### src/inc/snoop_cfg.svh
// constants for the snoop responder: widths, counts and reset values
// assumes inclusion by bare name from the package and the core
`ifndef SNOOP_CFG_SVH
`define SNOOP_CFG_SVH
`define SNP_ADDR_W      32
`define SNP_DATA_W      32
`define SNP_OFF_W       4
`define SNP_BEATS       4
`define SNP_BEAT_END    3'h4
`define SNP_LAST_BEAT   3'h3
`define SNP_LINES       8
`define SNP_IDX_MAX     8
`define SNP_BUF_DEPTH   2
`define SNP_MODIFIED_HIT_INDICATION_RST    1'h1
`define SNP_BUS_HOLD_ACKNOWLEDGE_RST    1'h0
`endif

### src/inc/snoop_pkg.sv
// types shared by the snoop responder and its bench
// assumes snoop_cfg.svh is on the include path
`include "snoop_cfg.svh"
package snoop_pkg;
  // line coherency state
  typedef enum logic [1:0] {
    LINE_INV = 2'h0,
    LINE_SHR = 2'h1,
    LINE_EXC = 2'h2,
    LINE_MOD = 2'h3
  } mesi_type;

  // responder sequencer, gray along the write-back path
  typedef enum logic [2:0] {
    ST_IDLE  = 3'h0,
    ST_BUS_HOLD_ACKNOWLEDGE  = 3'h1,
    ST_LOOK  = 3'h3,
    ST_WAIT  = 3'h2,
    ST_ADS   = 3'h6,
    ST_BURST = 3'h7,
    ST_DONE  = 3'h5,
    ST_PEND  = 3'h4
  } snp_state_type;

  // line load from the processor side
  typedef struct packed {
    logic                                    valid;
    logic [`SNP_IDX_MAX-1:0]                 index;
    logic [`SNP_ADDR_W-`SNP_OFF_W-1:0]       tag;
    mesi_type                                state;
    logic [`SNP_BEATS-1:0][`SNP_DATA_W-1:0]  data;
  } fill_type;
endpackage : snoop_pkg

### src/core/cache_snoop_hold_writeback.sv
// snoop responder of the on-chip cache under hold/acknowledge arbitration
// assumes all pins synchronous to i_ref_clk; two-way address pin split in/out/oe
//
// Functional notes
// RULE_01 - snoop strobe only after acknowledge high one clock
// RULE_02 - acknowledge no sooner than one clock after request
// RULE_03 - invalidate qualifier: 0 read, 1 write
// RULE_04 - hit result exactly two clocks after strobe
// RULE_05 - miss drives hit indication high
// RULE_06 - unmodified hit drives hit indication high
// RULE_07 - modified hit drives hit indication low
// RULE_08 - write-back is four words from offset zero
// RULE_09 - no write-back while hold request asserted
// RULE_10 - ignore snoop strobes until write-back completes
// RULE_11 - outside drops hold, backs off master after hit
// RULE_12 - outside may reassert hold after write-back strobe
// RULE_13 - start: strobe 0, cacheable 0, write 1
// RULE_14 - first strobe one clock after hold release
// RULE_15 - done when last and ready both low
// RULE_16 - hit indication high clock after final transfer
// RULE_17 - no pending: acknowledge one clock after request
// RULE_18 - write-back goes before pending processor accesses
// RULE_19 - pending: acknowledge one clock after it completes
// RULE_20 - outside releases master, retry starts new snoop
// RULE_21 - line ends shared or invalid per qualifier
// RULE_22 - outside keeps hold one clock after hit
// RULE_23 - qualifier sampled with the snoop strobe
// RULE_24 - address bus floats while acknowledge asserted
`timescale 1ns/1ns
`include "snoop_cfg.svh"
module cache_snoop_hold_writeback #(
  parameter int NUM_LINES = `SNP_LINES,
  parameter int BUF_DEPTH = `SNP_BUF_DEPTH
) (
  input  wire logic                     i_ref_clk,
  input  wire logic                     i_rst_n,
  input  wire logic                     i_ce,
  input  wire logic                     i_hold_req,
  output logic                          o_bus_hold_acknowledge,
  input  wire logic                     i_snoop_address_strobe_n,
  input  wire logic                     i_snoop_invalidate_qualifier,
  output logic                          o_modified_hit_indication_n,
  input  wire logic [`SNP_ADDR_W-1:0]   i_addr,
  output logic      [`SNP_ADDR_W-1:0]   o_addr,
  output logic                          o_addr_oe_n,
  output logic                          o_address_strobe_n,
  output logic                          o_cache_n,
  output logic                          o_write_read,
  output logic                          o_burst_last_transfer_n,
  input  wire logic                     i_burst_ready_input_n,
  output logic      [`SNP_DATA_W-1:0]   o_data,
  output logic                          o_data_oe_n,
  input  wire logic                     i_pend_req,
  input  wire logic                     i_pend_done,
  output logic                          o_pend_stall,
  input  wire snoop_pkg::fill_type      i_fill
);
  import snoop_pkg::*;

  // index and pointer widths, one bit at the least
  localparam int IDX_W = (NUM_LINES > 1) ? $clog2(NUM_LINES) : 1;
  localparam int PTR_W = (BUF_DEPTH > 1) ? $clog2(BUF_DEPTH) : 1;
  localparam int TAG_W = `SNP_ADDR_W - `SNP_OFF_W;

  // refuse sizes the index and pointer arithmetic cannot serve
  if (NUM_LINES < 2 || NUM_LINES > (1 << `SNP_IDX_MAX) ||
      (NUM_LINES & (NUM_LINES - 1)) != 0) begin : g_bad_lines
    $error("NUM_LINES must be a power of two within the index field");
  end
  // the buffer pointers wrap by overflow, which needs a power-of-two depth; only two entries are allowed
  if (BUF_DEPTH != 2) begin : g_bad_depth
    $error("BUF_DEPTH must be 2");
  end

  //////////////////////////////////////////////////////////////////////////////
  // state
  snp_state_type            state_r, state_nxt;
  logic                     bus_hold_acknowledge_r, bus_hold_acknowledge_nxt;
  logic                     modified_hit_indication_r, modified_hit_indication_nxt;
  logic                     inv_r, inv_nxt;
  logic [TAG_W-1:0]         line_addr_r, line_addr_nxt;
  logic [2:0]               wr_cnt_r, wr_cnt_nxt;
  logic [2:0]               rd_cnt_r, rd_cnt_nxt;
  logic [TAG_W-1:0]         tag_r   [NUM_LINES];
  logic [TAG_W-1:0]         tag_nxt [NUM_LINES];
  mesi_type                 st_r    [NUM_LINES];
  mesi_type                 st_nxt  [NUM_LINES];
  logic [`SNP_DATA_W-1:0]   dat_r   [NUM_LINES][`SNP_BEATS];
  logic [`SNP_DATA_W-1:0]   dat_nxt [NUM_LINES][`SNP_BEATS];
  logic [`SNP_DATA_W-1:0]   buf_r   [BUF_DEPTH];
  logic [`SNP_DATA_W-1:0]   buf_nxt [BUF_DEPTH];
  logic [PTR_W-1:0]         wp_r, wp_nxt, rp_r, rp_nxt;
  logic [PTR_W:0]           cnt_r, cnt_nxt;

  // combinational helpers of the lookup and the buffer
  logic [IDX_W-1:0]         look_idx;
  logic                     look_hit;
  logic                     buf_full, buf_empty;
  logic                     push, pop;
  logic                     last_beat;
  logic                     burst_done;

  //////////////////////////////////////////////////////////////////////////////
  // lookup of the latched snoop line against the tag store
  // direct mapped: the low line bits pick the entry
  always_comb begin
    look_idx = line_addr_r[IDX_W-1:0];
    look_hit = (st_r[look_idx] != LINE_INV) && (tag_r[look_idx] == line_addr_r);
  end

  // two-entry buffer between line store and data pins; stalls on ready high
  always_comb begin
    buf_full   = (cnt_r == (PTR_W+1)'(BUF_DEPTH));
    buf_empty  = (cnt_r == '0);
    push       = ((state_r == ST_ADS) || (state_r == ST_BURST)) &&
                 (wr_cnt_r != `SNP_BEAT_END) && !buf_full;
    pop        = (state_r == ST_BURST) && !buf_empty && !i_burst_ready_input_n;
    last_beat  = (rd_cnt_r == `SNP_LAST_BEAT);
    burst_done = pop && last_beat;                                    // [RULE_15]
  end

  // pointers wrap on their own width; push stops while the buffer is full
  always_comb begin
    buf_nxt = buf_r;
    wp_nxt  = wp_r;
    rp_nxt  = rp_r;
    cnt_nxt = cnt_r;
    if (push) begin
      buf_nxt[wp_nxt] = dat_r[look_idx][wr_cnt_r[1:0]];               // [RULE_08]
      wp_nxt = wp_r + 1'b1;
    end
    if (pop)
      rp_nxt = rp_r + 1'b1;
    if (push && !pop)
      cnt_nxt = cnt_r + 1'b1;
    else if (pop && !push)
      cnt_nxt = cnt_r - 1'b1;
  end

  //////////////////////////////////////////////////////////////////////////////
  // sequencer: acknowledge, snoop result, write-back, pending hand-off
  // hold raised again during the burst only takes effect in done
  always_comb begin
    state_nxt     = state_r;
    bus_hold_acknowledge_nxt      = bus_hold_acknowledge_r;
    modified_hit_indication_nxt      = modified_hit_indication_r;
    inv_nxt       = inv_r;
    line_addr_nxt = line_addr_r;
    wr_cnt_nxt    = push ? wr_cnt_r + 3'h1 : wr_cnt_r;
    rd_cnt_nxt    = pop ? rd_cnt_r + 3'h1 : rd_cnt_r;
    tag_nxt       = tag_r;
    st_nxt        = st_r;
    dat_nxt       = dat_r;
    // processor-side line load; a snoop update below overrides it
    if (i_fill.valid) begin
      tag_nxt[i_fill.index[IDX_W-1:0]] = i_fill.tag;
      st_nxt[i_fill.index[IDX_W-1:0]]  = i_fill.state;
      for (int b = 0; b < `SNP_BEATS; b++)
        dat_nxt[i_fill.index[IDX_W-1:0]][b] = i_fill.data[b];
    end
    case (state_r)
      ST_IDLE: begin
        // registered grant: earliest one clock after the request
        if (i_hold_req && !i_pend_req) begin
          bus_hold_acknowledge_nxt  = 1'b1;                                           // [RULE_02]
          state_nxt = ST_BUS_HOLD_ACKNOWLEDGE;
        end
      end
      ST_BUS_HOLD_ACKNOWLEDGE: begin
        // a strobe after hold has dropped is not a snoop
        if (!i_hold_req) begin
          bus_hold_acknowledge_nxt  = 1'b0;
          state_nxt = ST_IDLE;
        end else if (!i_snoop_address_strobe_n) begin
          inv_nxt       = i_snoop_invalidate_qualifier;               // [RULE_23]
          line_addr_nxt = i_addr[`SNP_ADDR_W-1:`SNP_OFF_W];
          state_nxt     = ST_LOOK;
        end
      end
      ST_LOOK: begin
        // result registered here shows two clocks after the strobe
        if (look_hit && st_r[look_idx] == LINE_MOD) begin
          modified_hit_indication_nxt   = 1'b0;                                          // [RULE_04] [RULE_07]
          wr_cnt_nxt = 3'h0;
          rd_cnt_nxt = 3'h0;
          state_nxt  = ST_WAIT;
        end else begin
          modified_hit_indication_nxt = 1'b1;                                            // [RULE_05] [RULE_06]
          if (look_hit)
            st_nxt[look_idx] = inv_r ? LINE_INV : LINE_SHR;
          if (i_hold_req) begin
            state_nxt = ST_BUS_HOLD_ACKNOWLEDGE;
          end else begin
            bus_hold_acknowledge_nxt  = 1'b0;
            state_nxt = ST_IDLE;
          end
        end
      end
      ST_WAIT: begin
        // strobes ignored here; write-back waits for hold to drop
        // the outside keeps hold one clock past the hit, never less
        if (!i_hold_req) begin                                        // [RULE_09] [RULE_10]
          bus_hold_acknowledge_nxt  = 1'b0;
          state_nxt = ST_ADS;                                         // [RULE_14]
        end
      end
      ST_ADS: begin
        // one clock of address strobe, first word loads meanwhile
        state_nxt = ST_BURST;                                         // [RULE_13]
      end
      ST_BURST: begin
        // hold is not looked at until the final transfer
        if (burst_done) begin
          modified_hit_indication_nxt         = 1'b1;                                    // [RULE_16]
          st_nxt[look_idx] = inv_r ? LINE_INV : LINE_SHR;             // [RULE_21]
          state_nxt        = ST_DONE;
        end
      end
      ST_DONE: begin
        // pending processor access goes first; grant waits for it
        if (i_pend_req) begin
          state_nxt = ST_PEND;                                        // [RULE_18]
        end else if (i_hold_req) begin
          bus_hold_acknowledge_nxt  = 1'b1;                                           // [RULE_17]
          state_nxt = ST_BUS_HOLD_ACKNOWLEDGE;
        end else begin
          state_nxt = ST_IDLE;
        end
      end
      ST_PEND: begin
        // grant comes from idle, one clock after completion at the soonest
        if (i_pend_done)
          state_nxt = ST_IDLE;                                        // [RULE_19]
      end
      default: begin
        // stray encodings return to the reset picture
        state_nxt = ST_IDLE;
        bus_hold_acknowledge_nxt  = `SNP_BUS_HOLD_ACKNOWLEDGE_RST;
        modified_hit_indication_nxt  = `SNP_MODIFIED_HIT_INDICATION_RST;
      end
    endcase
  end

  //////////////////////////////////////////////////////////////////////////////
  // registers; clock enable freezes everything
  // resetting the line store costs area but leaves no unknown tags
  always_ff @(posedge i_ref_clk or negedge i_rst_n) begin
    if (!i_rst_n) begin
      state_r     <= ST_IDLE;
      bus_hold_acknowledge_r      <= `SNP_BUS_HOLD_ACKNOWLEDGE_RST;
      modified_hit_indication_r      <= `SNP_MODIFIED_HIT_INDICATION_RST;
      inv_r       <= 1'b0;
      line_addr_r <= '0;
      wr_cnt_r    <= 3'h0;
      rd_cnt_r    <= 3'h0;
      wp_r        <= '0;
      rp_r        <= '0;
      cnt_r       <= '0;
      for (int i = 0; i < BUF_DEPTH; i++)
        buf_r[i] <= '0;
      // every line starts invalid, so early snoops all miss
      for (int l = 0; l < NUM_LINES; l++) begin
        tag_r[l] <= '0;
        st_r[l]  <= LINE_INV;
        for (int b = 0; b < `SNP_BEATS; b++)
          dat_r[l][b] <= '0;
      end
    end else if (i_ce) begin
      state_r     <= state_nxt;
      bus_hold_acknowledge_r      <= bus_hold_acknowledge_nxt;
      modified_hit_indication_r      <= modified_hit_indication_nxt;
      inv_r       <= inv_nxt;
      line_addr_r <= line_addr_nxt;
      wr_cnt_r    <= wr_cnt_nxt;
      rd_cnt_r    <= rd_cnt_nxt;
      wp_r        <= wp_nxt;
      rp_r        <= rp_nxt;
      cnt_r       <= cnt_nxt;
      buf_r       <= buf_nxt;
      tag_r       <= tag_nxt;
      st_r        <= st_nxt;
      dat_r       <= dat_nxt;
    end
  end

  //////////////////////////////////////////////////////////////////////////////
  // pins; bus driven only during the write-back, floated otherwise
  always_comb begin
    o_bus_hold_acknowledge      = bus_hold_acknowledge_r;
    o_modified_hit_indication_n = modified_hit_indication_r;
    // write-back address always starts at word offset zero
    o_addr                      = {line_addr_r, `SNP_OFF_W'(0)};       // [RULE_08]
    o_addr_oe_n                 = !((state_r == ST_ADS) ||
                                    (state_r == ST_BURST));           // [RULE_24]
    // control strobes decode straight from the state register; the last-transfer flag also takes the beat count
    o_address_strobe_n          = (state_r != ST_ADS);                // [RULE_13]
    o_cache_n                   = (state_r != ST_ADS);
    o_write_read                = !o_addr_oe_n;
    o_burst_last_transfer_n     = !((state_r == ST_BURST) && last_beat);
    o_data                      = buf_r[rp_r];
    o_data_oe_n                 = (state_r != ST_BURST);
    o_pend_stall                = !((state_r == ST_IDLE) ||
                                    (state_r == ST_PEND));            // [RULE_18]
  end
endmodule : cache_snoop_hold_writeback

### config.mk
export PLATFORM = sky130hd
export DESIGN_NAME = cache_snoop_hold_writeback
export DESIGN_NICKNAME = d
export VERILOG_FILES = /design/src/inc/snoop_pkg.sv /design/src/core/cache_snoop_hold_writeback.sv
export VERILOG_INCLUDE_DIRS = /design/src /design/src/inc
export SDC_FILE = /design/constraint.sdc
export NUM_CORES = 2
export LEC_CHECK = 0
export CAP_MARGIN = 40
export CORE_MARGIN = 2
export CORE_UTILIZATION = 65
export DETAILED_ROUTE_END_ITERATION = 16
export DONT_BUFFER_PORTS = 1
export GPL_TIMING_DRIVEN = 0
export PLACE_DENSITY_LB_ADDON = 0.05
export SLEW_MARGIN = 20
export SYNTH_ARGS = -nofsm -noshare
export SYNTH_HDL_FRONTEND = slang
export SYNTH_SLANG_ARGS = --single-unit
### constraint.sdc
create_clock -name i_ref_clk -period 8.45 [get_ports i_ref_clk]
set_input_delay 0.845 -clock i_ref_clk [delete_from_list [all_inputs] [get_ports i_ref_clk]]
set_output_delay 0.845 -clock i_ref_clk [all_outputs]
set_load 0.005 [all_outputs]
==> impl_metrics.env <==
export IMPL_fillCellCount=6316
export IMPL_critical_path_max_fanout=10
export IMPL_wire_per_inst_um=38.2
export IMPL_ios=281
export IMPL_drv_cap=0
export IMPL_synthToLayoutAreaGrowth_pct=13.0
export IMPL_postSynth_asyncResetShare=1.00
export IMPL_drv_slew=0
export IMPL_status="finished, final reports clean"
export IMPL_synth_top_family_by_area="multiplexers"
export IMPL_synth_top_cell_by_area="dfrtp_1"
export IMPL_layout_commonest_cell="mux2_2"
export IMPL_tritoncts_num_buffers=146
export IMPL_clock_tree_htree_level_count=4
export IMPL_rsz0062_at_grt="false"
export IMPL_routed_via_count=44600
export IMPL_routed_wl_um=238000
export IMPL_p_per_area_nw_per_um2=375
export IMPL_drt_pass1_iterations=7
export IMPL_cts_sink_count=1372
export IMPL_post_synth_and_or_nand_nor_area_fraction=0.0318
export IMPL_maxClockFrequency_mhz=148
export IMPL_postSynthRegisterBits=1372
export IMPL_hold_path_class="in2async"
export IMPL_synth_area_per_cell_um2=13.6
export IMPL_post_drt_via_cell_ratio=7.17
export IMPL_finalInstanceArea_um2=70100
export IMPL_row_count=113
export IMPL_global_route_usage_met2=0.678
export IMPL_holdWs_ps=52.0
export IMPL_die_height_um=313
export IMPL_most_common_layout_cells="1414 x mux2_2, 1371 x dfrtp_1, 221 x clkbuf_1"
export IMPL_critical_path_arrival_ps=7430
export IMPL_post_route_cells_drive_above_1_share=0.402
export IMPL_synth_area_um2=62000
export IMPL_initial_core_util=0.655
export IMPL_final_min_period_over_clock_period=0.797
export IMPL_postSynthCellCount=4557
export IMPL_synth_adder_area_share=0.00101
export IMPL_postSynth_topFlopCell="dfrtp_1"
export IMPL_final_nets=5050
export IMPL_synthXorXnorAreaFrac=0.00438
export IMPL_global_route_wire_length_before_repair_um=330000
export IMPL_tritoncts="done"
export IMPL_timing_critical_path_to_type="flop"
export IMPL_coreArea_um2=94700
export IMPL_max_clock_path_buffers=3
export IMPL_synth_top_area_frac=0.553
export IMPL_post_cts_setup_buffer_count=0
export IMPL_critical_path_most_common_cell="buf_2"
export IMPL_dieWidth_um=313
export IMPL_dieArea_um2=97900
export IMPL_final_instance_count_without_filler_cells=6223
export IMPL_ir_drop_mv=0.235
export IMPL_cp_start_kind="flop"
export IMPL_critPathMaxStageDelay_ps=860
export IMPL_grtUsageTotal=0.484
export IMPL_critPathRequiredTime_ps=9150
export IMPL_final_hold_viol_count=0
export IMPL_slew_headroom=0.229
export IMPL_period_needed_ps=6740
export IMPL_grt_util_met1=0.606
export IMPL_fin_tns_setup_ps=0
export IMPL_placed_area_um2=64800
export IMPL_place_detailed_hpwl_um=160000
export IMPL_grt_start_max_net_pins=1373
export IMPL_setup_viol_count_final=0
export IMPL_route_detailed_drc=0
export IMPL_first_global_vias=43700
export IMPL_area_sequential_um2=34300
export IMPL_ys_seq_area_frac=0.553
export IMPL_post_synth_main_area_contributors="dfrtp_1 55%, mux2_2 26%, mux2i_1 3.2%, mux4_2 2.6%, a21oi_1 1.6%"
export IMPL_total_leakage_power_uw=0.0302
export IMPL_worst_clock_skew_ps=22.0
export IMPL_clk_latency_ps=760
export IMPL_grt_busiest_layer="met2"
export IMPL_global_route_congestion_overflow_total=0
export IMPL_grtUsageMet3=0.201
export IMPL_io_buffer_count=0
export IMPL_edff_count_synth=0
export IMPL_worst_pin_slew_ps=1160
export IMPL_multiInputGateArea_um2=26200
export IMPL_synthesis_yosys_warnings=0
export IMPL_synth_mux_area_frac=0.314
export IMPL_drt_iter0_drc=6360
export IMPL_critical_path_slowest_cell="o21ai_0"
export IMPL_gp_congestion=1.05
export IMPL_dp_cells=5917
export IMPL_cts_root_buf="clkbuf_16"
export IMPL_post_route_ant_nets=0
export IMPL_worst_path_cell_chain="buf_4, buf_2, buf_4, buf_2, buf_2, buf_4, buf_2, buf_2, a22oi_1, o211ai_1, o21ai_0, o21ai_0, mux2_2"
export IMPL_clock_transition_time_at_the_flip_flop_clock_pins_of_the_worst_setup_and_hold_paths_ps=60
export IMPL_synth_compound_gate_area_share=0.0708
export IMPL_worst_setup_path_type="reg2reg"
export IMPL_number_of_antenna_violations_at_the_first_check_in_global_routing=21
export IMPL_synth_cell_type_count=67
==> sequential cells by signal, summed over array words and instances, names as in the netlist, 2 cells and up <==
name         count
line_addr_r     28
dat_r         1024
st_r            16
buf_r           64
rd_cnt_r         3
tag_r          224
state_r          3
wr_cnt_r         3
cnt_r            2
==> per-layer routing <==
layer  vias to the layer above  part of all wire  routed length (um)
met5                         -           0.00055                 131
met4                        16             0.089               21200
met3                       962              0.14               32400
met2                      3177              0.42               99800
met1                     23100              0.35               84200
li1                      17300                 -                   -
==> area by class of cell <==
type                       count  share of cell area
sequential                  1372               0.490
multi-input combinational   2831               0.374
timing repair buffer         129              0.0226
buffer                       343              0.0217
clock inverter                39             0.00548
inverter                      14            0.000750
clock buffer                 215              0.0622
tap                         1265              0.0226
antenna                       15            0.000535
==> final timing paths <==
kind / slack (ps) / cells after the start / startpoint / to
worst max-delay path: 1710 / 13 / line_addr_r[0] / buf_r[37]
worst min-delay path: 50 / 1 / i_rst_n / tag_r[196]
worst max register to register: 1710 / 13 / line_addr_r[0] / buf_r[37]
worst min register to register: 490 / 2 / buf_r[6] / buf_r[6]
max in group asynchronous: 5600 / 3 / i_rst_n / dat_r[295]
min in group i_ref_clk: 200 / 2 / i_fill[131] / tag_r[169]
==> critical path: cells and delay by family, from the launching register on <==
kind	cells	cell delay, ps
buffers and inverters	8	3740
AOI/OAI and AO/OA	4	2160
muxes	1	310
DFF	1	360
==> per-stage QoR <==
step / setup slack, ps / total power [uW] / util
final: 1710 / 26300 / 0.740
after global routing: 2020 / 26500 / 0.740
after CTS: 2230 / 25300 / 0.734
after detailed placement: 2260 / 18900 / 0.684
after global placement: 1460 / 18400 / 0.672
after floorplan: 5400 / 14200 / -
==> cell families (layout without fill, tap and decap cells) <==
family	count (synthesis)	in the layout
multiplexers	1683	1683
buffers and inverters	357	740
adder cells (fa/ha/maj)	5	5
AO/OA/AOI/OAI	661	661
flip-flops	1372	1372
other	1	19
AND/OR/NAND/NOR	447	447
XOR/XNOR	31	31
==> report_power, final <==
part	switching (uW)	internal [uW]	total, uW	leakage (uW)
registers	962	8210	9170	0.0168
clock network	2720	3750	6460	0.00234
logic	6950	3680	10600	0.0110
total	10600	15600	26300	0.0302
==> cell usage after synthesis (all sizes together) (4+ instances only) <==
library cell / n
a2111oi: 7
a211oi: 11
a21oi: 203
a221o: 5
a221oi: 70
a222oi: 6
a22o: 24
a22oi: 109
a311oi: 9
a31o: 8
a31oi: 19
and2: 7
and3: 6
buf: 113
clkbuf: 230
dfrtp: 1371
ha: 5
inv: 13
mux2: 1415
mux2i: 197
mux4: 71
nand2: 163
nand2b: 4
nand3: 48
nand4: 9
nor2: 157
nor2b: 17
nor3: 6
nor4: 5
o2111ai: 11
o211ai: 27
o21ai: 100
o221ai: 15
o22ai: 13
o31ai: 14
or3: 10
xnor2: 27
xor2: 4
==> timing repair <==
action / CTS / global route
endpoints found under the setup margin: 0 / 0
resized for setup: 0 / 0
endpoints found under the hold margin: 1163 / 138
No activity file was read; power rests on OpenSTA's default activity.
